## src/core/msp_pkg.sv

```systemverilog
// Shared constants for the media serial pin-mode block
package msp_pkg;
	// ========================================
	// Widths
	localparam int BYTE_W = 8;
	localparam int CNT_W = 3;
	localparam logic [CNT_W-1:0] LAST_BIT = 3'h7;
	localparam logic [CNT_W-1:0] CNT_ZERO = 3'h0;
	// ========================================
	// Reset values
	localparam logic [BYTE_W-1:0] BYTE_RST = 8'h00;
	localparam logic PIN_RST = 1'b0;
	localparam logic OE_RST = 1'b0;
	// ========================================
	// Link clock figures, for reference only: the system clock must run
	// well above twice the link clock for edge detection to hold
	localparam int LINK_CLK_NOM_KHZ = 49152;
	localparam int FRAME_RATE_KHZ = 48;
endpackage : msp_pkg

```

## src/core/msp_lane.sv

```systemverilog
// One serial lane: byte serialiser and deserialiser on link clock ticks
`timescale 1ns/1ps
`default_nettype none
module msp_lane (
	input wire logic clk_sys,
	input wire logic sys_rst,
	input wire logic rise_tick,
	input wire logic fall_tick,
	input wire logic [msp_pkg::BYTE_W-1:0] tx_byte,
	input wire logic tx_valid,
	output logic tx_ready,
	output logic tx_bit,
	output logic tx_active,
	input wire logic rx_enable,
	input wire logic rx_bit,
	output logic [msp_pkg::BYTE_W-1:0] rx_byte,
	output logic rx_valid
);
	// ========================================
	// Transmit
	logic pend;
	logic [msp_pkg::BYTE_W-1:0] tx_sh;
	logic [msp_pkg::CNT_W-1:0] tx_cnt;
	logic next_pend;
	logic next_active;
	logic [msp_pkg::BYTE_W-1:0] next_tx_sh;
	logic [msp_pkg::CNT_W-1:0] next_tx_cnt;
	logic next_bit;
	wire take = tx_valid && tx_ready;
	wire last = (tx_cnt == msp_pkg::CNT_ZERO);

	always_comb begin
		next_pend = pend;
		next_active = tx_active;
		next_tx_sh = tx_sh;
		next_tx_cnt = tx_cnt;
		next_bit = tx_bit;
		if (take) begin
			next_pend = 1'b1;
			next_tx_sh = tx_byte;
		end else if (pend && fall_tick) begin
			// Bits change on the falling link edge, MSB first
			next_pend = 1'b0;
			next_active = 1'b1;
			next_bit = tx_sh[msp_pkg::BYTE_W-1];
			next_tx_sh = {tx_sh[msp_pkg::BYTE_W-2:0], 1'b0};
			next_tx_cnt = msp_pkg::LAST_BIT;
		end else if (tx_active && fall_tick) begin
			if (last) begin
				next_active = 1'b0;
				next_bit = msp_pkg::PIN_RST;
			end else begin
				next_bit = tx_sh[msp_pkg::BYTE_W-1];
				next_tx_sh = {tx_sh[msp_pkg::BYTE_W-2:0], 1'b0};
				next_tx_cnt = tx_cnt - 3'h1;
			end
		end
	end

	always_ff @(posedge clk_sys) begin
		if (sys_rst) begin
			pend <= 1'b0;
			tx_active <= 1'b0;
			tx_sh <= msp_pkg::BYTE_RST;
			tx_cnt <= msp_pkg::CNT_ZERO;
			tx_bit <= msp_pkg::PIN_RST;
			tx_ready <= 1'b0;
		end else begin
			pend <= next_pend;
			tx_active <= next_active;
			tx_sh <= next_tx_sh;
			tx_cnt <= next_tx_cnt;
			tx_bit <= next_bit;
			tx_ready <= !next_pend && !next_active;
		end
	end

	// ========================================
	// Receive, sampled on the rising link edge
	logic [msp_pkg::BYTE_W-1:0] rx_sh;
	logic [msp_pkg::CNT_W-1:0] rx_cnt;
	wire rx_full = (rx_cnt == msp_pkg::LAST_BIT);

	always_ff @(posedge clk_sys) begin
		if (sys_rst) begin
			rx_sh <= msp_pkg::BYTE_RST;
			rx_cnt <= msp_pkg::CNT_ZERO;
			rx_byte <= msp_pkg::BYTE_RST;
			rx_valid <= 1'b0;
		end else begin
			rx_valid <= 1'b0;
			if (!rx_enable) begin
				rx_cnt <= msp_pkg::CNT_ZERO;
			end else if (rise_tick) begin
				rx_sh <= {rx_sh[msp_pkg::BYTE_W-2:0], rx_bit};
				rx_cnt <= rx_cnt + 3'h1;
				if (rx_full) begin
					rx_byte <= {rx_sh[msp_pkg::BYTE_W-2:0], rx_bit};
					rx_valid <= 1'b1;
				end
			end
		end
	end
endmodule : msp_lane
`default_nettype wire

```

## src/core/msp_media_pins.sv

```systemverilog
// Media serial port pin logic for three-pin and five-pin operation
// ========================================
`timescale 1ns/1ps
`default_nettype none
module msp_media_pins (
	input wire logic clk_sys,
	input wire logic sys_rst,
	input wire logic five_pin_mode,
	input wire logic media_bus_clock_in,
	input wire logic media_bus_data_line_i,
	output logic media_bus_data_line_o,
	output logic media_bus_data_line_oe,
	input wire logic media_bus_signal_line_i,
	output logic media_bus_signal_line_o,
	output logic media_bus_signal_line_oe,
	output logic media_bus_data_out,
	output logic media_bus_data_out_oe,
	output logic media_bus_signal_out,
	output logic media_bus_signal_out_oe,
	output logic mode_five_pin,
	input wire logic [msp_pkg::BYTE_W-1:0] tx_data_byte,
	input wire logic tx_data_valid,
	output logic tx_data_ready,
	input wire logic [msp_pkg::BYTE_W-1:0] tx_sig_byte,
	input wire logic tx_sig_valid,
	output logic tx_sig_ready,
	input wire logic rx_enable,
	output logic [msp_pkg::BYTE_W-1:0] rx_data_byte,
	output logic rx_data_valid,
	output logic [msp_pkg::BYTE_W-1:0] receive_status_byte,
	output logic rx_sig_valid
);
	// ========================================
	// Synchronisers for every pin input
	logic [1:0] clk_sync;
	logic clk_prev;
	logic [2:0] warm;
	logic [1:0] dat_sync;
	logic [1:0] sig_sync;
	logic [1:0] mode_sync;

	// Link clock, its previous level and a fill marker for edge detection
	always_ff @(posedge clk_sys) begin
		if (sys_rst) begin
			clk_sync <= 2'h0;
			clk_prev <= 1'b0;
			warm <= 3'h0;
		end else begin
			clk_sync <= {clk_sync[0], media_bus_clock_in};
			clk_prev <= clk_sync[1];
			warm <= {warm[1:0], 1'b1};
		end
	end

	// Two-way data pin
	always_ff @(posedge clk_sys) begin
		if (sys_rst) begin
			dat_sync <= 2'h0;
		end else begin
			dat_sync <= {dat_sync[0], media_bus_data_line_i};
		end
	end

	// Two-way signal pin
	always_ff @(posedge clk_sys) begin
		if (sys_rst) begin
			sig_sync <= 2'h0;
		end else begin
			sig_sync <= {sig_sync[0], media_bus_signal_line_i};
		end
	end

	// Mode pin
	always_ff @(posedge clk_sys) begin
		if (sys_rst) begin
			mode_sync <= 2'h0;
		end else begin
			mode_sync <= {mode_sync[0], five_pin_mode};
		end
	end

	// ========================================
	// Link clock edges
	// Reset levels in the flops would pass for an edge of a clock that
	// idles high, so edges count only once the chain holds pin values
	wire sync_ready = warm[2];
	// Edges of the controller's clock pace everything on the link
	wire rise_tick = sync_ready && clk_sync[1] && !clk_prev;
	wire fall_tick = sync_ready && !clk_sync[1] && clk_prev;

	// ========================================
	// Mode: taken only while both lanes are idle, so a byte never splits
	// across two pin sets
	logic data_active;
	logic sig_active;
	logic data_bit;
	logic sig_bit;
	wire lanes_idle = !data_active && !sig_active;

	always_ff @(posedge clk_sys) begin
		if (sys_rst) begin
			mode_five_pin <= 1'b0;
		end else if (lanes_idle) begin
			mode_five_pin <= mode_sync[1];
		end
	end

	// ========================================
	// Lanes; our own transmission is not received back, and in three-pin
	// mode the line is ours alone while we send
	wire data_rx_en = rx_enable && !data_active;
	wire sig_rx_en = rx_enable && !sig_active;

	msp_lane u_data_lane (
		.clk_sys(clk_sys),
		.sys_rst(sys_rst),
		.rise_tick(rise_tick),
		.fall_tick(fall_tick),
		.tx_byte(tx_data_byte),
		.tx_valid(tx_data_valid),
		.tx_ready(tx_data_ready),
		.tx_bit(data_bit),
		.tx_active(data_active),
		.rx_enable(data_rx_en),
		.rx_bit(dat_sync[1]),
		.rx_byte(rx_data_byte),
		.rx_valid(rx_data_valid)
	);

	msp_lane u_sig_lane (
		.clk_sys(clk_sys),
		.sys_rst(sys_rst),
		.rise_tick(rise_tick),
		.fall_tick(fall_tick),
		.tx_byte(tx_sig_byte),
		.tx_valid(tx_sig_valid),
		.tx_ready(tx_sig_ready),
		.tx_bit(sig_bit),
		.tx_active(sig_active),
		.rx_enable(sig_rx_en),
		.rx_bit(sig_sync[1]),
		.rx_byte(receive_status_byte),
		.rx_valid(rx_sig_valid)
	);

	// ========================================
	// Pin steering
	wire three_pin = !mode_five_pin;
	wire next_data_line_oe = three_pin && data_active;
	wire next_sig_line_oe = three_pin && sig_active;
	wire next_data_out_oe = mode_five_pin && data_active;
	wire next_sig_out_oe = mode_five_pin && sig_active;

	// Registered so pins change together, one cycle after the lane bit
	// Two-way data pin
	always_ff @(posedge clk_sys) begin
		if (sys_rst) begin
			media_bus_data_line_o <= msp_pkg::PIN_RST;
		end else begin
			media_bus_data_line_o <= data_bit;
		end
	end

	always_ff @(posedge clk_sys) begin
		if (sys_rst) begin
			media_bus_data_line_oe <= msp_pkg::OE_RST;
		end else begin
			media_bus_data_line_oe <= next_data_line_oe;
		end
	end

	// Two-way signal pin
	always_ff @(posedge clk_sys) begin
		if (sys_rst) begin
			media_bus_signal_line_o <= msp_pkg::PIN_RST;
		end else begin
			media_bus_signal_line_o <= sig_bit;
		end
	end

	always_ff @(posedge clk_sys) begin
		if (sys_rst) begin
			media_bus_signal_line_oe <= msp_pkg::OE_RST;
		end else begin
			media_bus_signal_line_oe <= next_sig_line_oe;
		end
	end

	// Dedicated data out pin
	always_ff @(posedge clk_sys) begin
		if (sys_rst) begin
			media_bus_data_out <= msp_pkg::PIN_RST;
		end else begin
			media_bus_data_out <= data_bit;
		end
	end

	always_ff @(posedge clk_sys) begin
		if (sys_rst) begin
			media_bus_data_out_oe <= msp_pkg::OE_RST;
		end else begin
			media_bus_data_out_oe <= next_data_out_oe;
		end
	end

	// Dedicated signal out pin
	always_ff @(posedge clk_sys) begin
		if (sys_rst) begin
			media_bus_signal_out <= msp_pkg::PIN_RST;
		end else begin
			media_bus_signal_out <= sig_bit;
		end
	end

	always_ff @(posedge clk_sys) begin
		if (sys_rst) begin
			media_bus_signal_out_oe <= msp_pkg::OE_RST;
		end else begin
			media_bus_signal_out_oe <= next_sig_out_oe;
		end
	end
endmodule : msp_media_pins
`default_nettype wire

```

## config.mk

```make
export PLATFORM = sky130hd
export DESIGN_NAME = msp_media_pins
export DESIGN_NICKNAME = d
export VERILOG_FILES = /design/src/core/msp_pkg.sv /design/src/core/msp_lane.sv /design/src/core/msp_media_pins.sv
export SDC_FILE = /design/constraint.sdc
export NUM_CORES = 1
export LEC_CHECK = 0
export ABC_AREA = 0
export BUFFER_PORTS_ARGS = -buffer_cell sky130_fd_sc_hd__buf_4
export CAP_MARGIN = 5
export CORE_MARGIN = 3
export CORE_UTILIZATION = 50
export CTS_CLUSTER_DIAMETER = 40
export DETAILED_ROUTE_END_ITERATION = 8
export PLACE_DENSITY = 0.87
export SYNTH_ARGS = -nofsm -noshare
export SYNTH_HDL_FRONTEND = slang
export SYNTH_HIERARCHICAL = 1
export SYNTH_SLANG_ARGS = --single-unit
```

## constraint.sdc

```tcl
create_clock -name clk_sys -period 1.86 [get_ports clk_sys]
set_input_delay 0.186 -clock clk_sys [delete_from_list [all_inputs] [get_ports clk_sys]]
set_output_delay 0.186 -clock clk_sys [all_outputs]
set_load 0.005 [all_outputs]
```

; Word level (Yosys, flattened, before mapping)
; Index checks and enable logic that the tools add are counted.
[word_totals]
regBits = 87
in_bits = 25
output_inout_bits = 29
wordCells = 132
[classes]
n_addsub = 4
n_eq_ne = 6
n_mux = 35
bitwise_logic = 5
n_reduce_logical = 48
[ops]
columns = operator, n
row1 = $mux 8, 8
row2 = $mux 1, 21
row3 = $logic_and 1x1->1, 19
row4 = $mux 3, 6
row5 = $reduce_and 2->1, 6
row6 = $reduce_and 3->1, 4
row7 = $logic_not 1->1, 9
row8 = $add 3x1->3 const B, 2
row9 = $eq 3x3->1 const B, 2
row10 = $logic_not 3->1, 2
row11 = $ne 3x2->1 const B, 2
row12 = $reduce_bool 3->1, 2
row13 = $reduce_or 3->1, 2
row14 = $sub 3x1->3 const B, 2
row15 = $not 1->1, 5
row16 = $ne 2x2->1 const B, 2
row17 = $reduce_bool 2->1, 2
row18 = $reduce_or 2->1, 2

; Logic depth before layout (Yosys ltp)
[logic_depth]
ltp_word = 9
ltp_mapped = 7
depth_no_buf = 6

; Modules after synthesis
; The synthesis kept the hierarchy.
[by_module_without_submodules]
columns = module, n_inst, cells_each, area_each_um2
row1 = msp_lane (u_sig_lane), 1, 166, 1385.1
row2 = msp_lane (u_data_lane), 1, 166, 1377.6
row3 = msp_media_pins, 1, 49, 571.8

; Least setup slack after synthesis
; No wires, ideal clock.
[synth_path]
path_type = register -> register
from = register clk_prev
to = register u_sig_lane/tx_sh[2] in the netlist's numbering
arrival_time_ps = 1668
slack_ps = 101
stages_incl_launch_ff = 8
path_buffers = 1
period_less_slack_ps = 1759
cell_sequence = dfxtp_1 > nand2_1 > nor2_1 > and2_4 > a31o_1 > buf_6 > nand2_1 > a311oi_1
[synth_between]
elab_chain_cells = 4
elab_cells_between_ends = 8
cone_classes = eq/ne: 1 / mux: 2 / reduce/logical: 5
[synth_rtl]
columns = item, line
row1 = from (decl), msp_media_pins.sv:36  ; logic clk_prev;
row2 = from (signal assigned), msp_media_pins.sv:50  ; clk_prev <= clk_sync[1];
row3 = $logic_and 1x1->1 *, msp_media_pins.sv:89  ; wire fall_tick = sync_ready && !clk_sync[1] && clk_prev;
row4 = net fall_tick, msp_media_pins.sv:89
row5 = "$logic_and 1x1->1, on equally long branches", "msp_lane.sv:41, msp_lane.sv:48"
row6 = "$ne 3x2->1 (no line), or another cell as far along", --
row7 = $reduce_and 2->1 (no line) / $mux 8 (equally long branches), --
row8 = to (signal assigned), msp_lane.sv:64  ; tx_sh <= msp_pkg::BYTE_RST;
row9 = to (signal assigned), msp_lane.sv:71  ; tx_sh <= next_tx_sh;
row10 = to (decl), msp_lane.sv:22  ; logic [msp_pkg::BYTE_W-1:0] tx_sh;
; The timed path passes the listed nets; every way through them passes the cells marked *.
; A chain may end at the register's enable or synchronous reset.

; Final worst setup path
[layout_path]
from = register clk_prev
to = register u_data_lane/tx_cnt[0] in the netlist's numbering
[layout_between]
elab_chain_cells = 4
elab_cells_between_ends = 7
cone_classes = eq/ne: 1 / mux: 1 / reduce/logical: 5
[layout_rtl]
columns = item, line
row1 = $logic_and 1x1->1 *, msp_media_pins.sv:89
row2 = net fall_tick, msp_media_pins.sv:89
row3 = "$logic_and 1x1->1, on equally long branches", "msp_lane.sv:41, msp_lane.sv:48"
row4 = $ne 2x2->1 (no line) / $reduce_bool 2->1 (equally long branches), --
row5 = $reduce_and 3->1 (no line), --
row6 = to (signal assigned), msp_lane.sv:65  ; tx_cnt <= msp_pkg::CNT_ZERO;
row7 = to (signal assigned), msp_lane.sv:72  ; tx_cnt <= next_tx_cnt;
row8 = to (decl), msp_lane.sv:23  ; logic [msp_pkg::CNT_W-1:0] tx_cnt;
; Marked as above.

==> impl_metrics.tcl <==
set metrics [dict create \
    status "finished, final reports clean" \
    ys_types 35 \
    clk_latency_ps 350 \
    cts_buffers 9 \
    ys_ff_latch 87 \
    overflow 0 \
    clk_path_buf_depth 2 \
    synth_area_mm2 0.00333 \
    busiest_layer "met2" \
    vias_per_cell 5.36 \
    finalCritPeriodShare_pct 90.4 \
    die_w_um 87.7 \
    period_needed_ps 1680 \
    syn_inst 381 \
    grt_util_all_layers_pct 17.7 \
    final_cell_area_mm2 0.00399 \
    gp_congestion 0.788 \
    routedWlPerCell_um 12.6 \
    rsz0062_at_grt "false" \
    clock-sinks 87 \
    synth-async-reset-ratio_pct 0 \
    max_cap_viol_count 0 \
    grt_pass1_wl_um 10900 \
    synth_top_family_by_area "simple AND/OR/NAND/NOR gates" \
    grtUsageMet2_pct 29.3 \
    syn_avg_cell_area_um2 8.75 \
    critical_path_required_ps 2110 \
    critPathMaxFanout 10 \
    synth-compound-area-share_pct 13.9 \
    synth_nets 414 \
    dieHeight_um 87.7 \
    cp-end-kind "flop" \
    fp.coreArea_mm2 0.00642 \
    drive_above_1_share_pct 20.8 \
    synth-simple-area-share_pct 25.3 \
    wl_um 6490 \
    synth-seq-area-share_pct 52.2 \
    antenna_left 0 \
    fin_tns_setup_ps 0 \
    port_buffers 53 \
    detail_route.first_pass.iterations 4 \
    synth_warnings 6 \
    arrival_ps 1940 \
    ir_drop_mv 0.497 \
    area_growth_pct 19.6 \
    grt_util_met1_pct 21.6 \
    start_kind "flop" \
    synthFlopType "dfxtp_1" \
    synth-edff-count 0 \
    rows 29 \
    synthAdderAreaFrac_pct 3.00 \
    dp_hpwl_um 4410 \
    path_class "flop to flop" \
    setup_viol 0 \
    drt-initial-drc-count 122 \
    first_global_vias 2507 \
    grt_use_met3_pct 4.42 \
    power_w 0.00336 \
    cts_tree "built" \
    relSlewSlack_pct 66.3 \
    p_leak_nw 1.51 \
    powerDensity_mw_per_mm2 844 \
    antenna_found_initial 0 \
    r2r_cells 7 \
    layout_common_cells "dfxtp_1 (87), nand2_1 (82), buf_4 (62)" \
    postCtsHoldBufs 0 \
    initial_core_util_pct 51.9 \
    diodes 0 \
    layout.nets 466 \
    finalHoldViolations 0 \
    post-route-util_pct 62.1 \
    synth_xor_area_share_pct 0.525 \
    layout_commonest_cell "dfxtp_1" \
    place_area_mm2 0.00380 \
    drv_slew 0 \
    synth_mux_area_share_pct 1.20 \
    max_freq_ghz 0.595 \
    clk_pin_slew_ps 90 \
    grt_max_degree 52 \
    htree_levels 3 \
    whs_ps 42.3 \
    routed-via-count 2758 \
    dieArea_mm2 0.00769 \
    worst_pin_slew_ps 505 \
    ios 54 \
    drc 0 \
    cts_root_buf "clkbuf_8" \
    finClkSkew_ps 10.5 \
    hold_path_class "primary input to flop" \
    holdPathStages 2 \
]
what timing repair did:
item / in CTS / in global routing
buffers inserted: 0 / 0
endpoints found under the setup margin: 0 / 2
gates resized for setup: 0 / 1
logic make-up (layout without fill, tap and decap cells):
logic type	after synthesis	after routing
compound gates	74	74
xor+xnor	2	2
fa+ha+maj	8	8
buf+inv	28	85
flops	87	87
mux	4	4
simple gates	178	178
final cells by class:
class / instances / area, um^2
inverter: 7 / 26.3
clock buffer: 10 / 128
clock inverter: 6 / 61.3
multi-input combinational: 266 / 1470
fill: 538 / 2430
sequential: 87 / 1740
tap: 77 / 96.3
timing repair buffer: 62 / 465
metrics by stage:
step	setup WS, ps	cells
final	179	515
after global routing	8.18	515
after CTS	152	515
after detailed placement	206	499
after global placement	236	499
after floorplan	101	381
worst max-delay path: stages (launching register included):
cell and delay, ps:
dfxtp_1 360, nand2_1 60, nor2_1 140, buf_4 180, and2_4 150, a31o_1 300
a21oi_1 130, a311oi_1 260
Yosys cell counts, drive strengths merged (6+ instances only):
master	instances	share of area, %
and3	6	1.2
a21oi	45	6.9
nand2	82	9.2
a311oi	18	4.7
nand3	26	3.9
nor2b	14	2.6
o21ai	7	1.1
clkbuf	12	1.4
inv	7	0.79
dfxtp	87	52
ha	8	3.0
nor2	30	3.4
buf	9	1.7
registers in the layout, indices dropped and copies added (netlist names), 2 cells and up:
signal,flops
u_sig_lane/tx_sh,8
u_sig_lane/rx_sh,7
u_data_lane/rx_cnt,3
u_data_lane/rx_sh,7
u_data_lane/tx_sh,8
warm,3
u_data_lane/rx_byte,8
u_sig_lane/rx_byte,8
u_data_lane/tx_cnt,3
mode_sync,2
u_sig_lane/rx_cnt,3
clk_sync,2
u_sig_lane/tx_cnt,3
dat_sync,2
sig_sync,2
where the power goes:
group	switching, W	internal (W)
clock	0.000644	0.000616
combinational	0.0000890	0.0000822
sequential	0.0000265	0.00191
per-layer routing:
metal  wire, um  share of wire (%)
met1       2900                 45
met2       3200                 49
met3        266                4.1
met4        112                1.7
met5          0                  0
final timing paths:
kind	from	endpoint	slack, ps
worst min register to register	dat_sync[0]$_SDFF_PP0_	dat_sync[1]$_SDFF_PP0_	440
worst min-delay path	media_bus_data_line_i	dat_sync[0]$_SDFF_PP0_	40
worst max register to register	clk_prev$_SDFF_PP0_	u_data_lane/tx_cnt[0]$_SDFFE_PP0P_	180
worst max-delay path	clk_prev$_SDFF_PP0_	u_data_lane/tx_cnt[0]$_SDFFE_PP0P_	180
No activity file was read; power rests on OpenSTA's default activity.
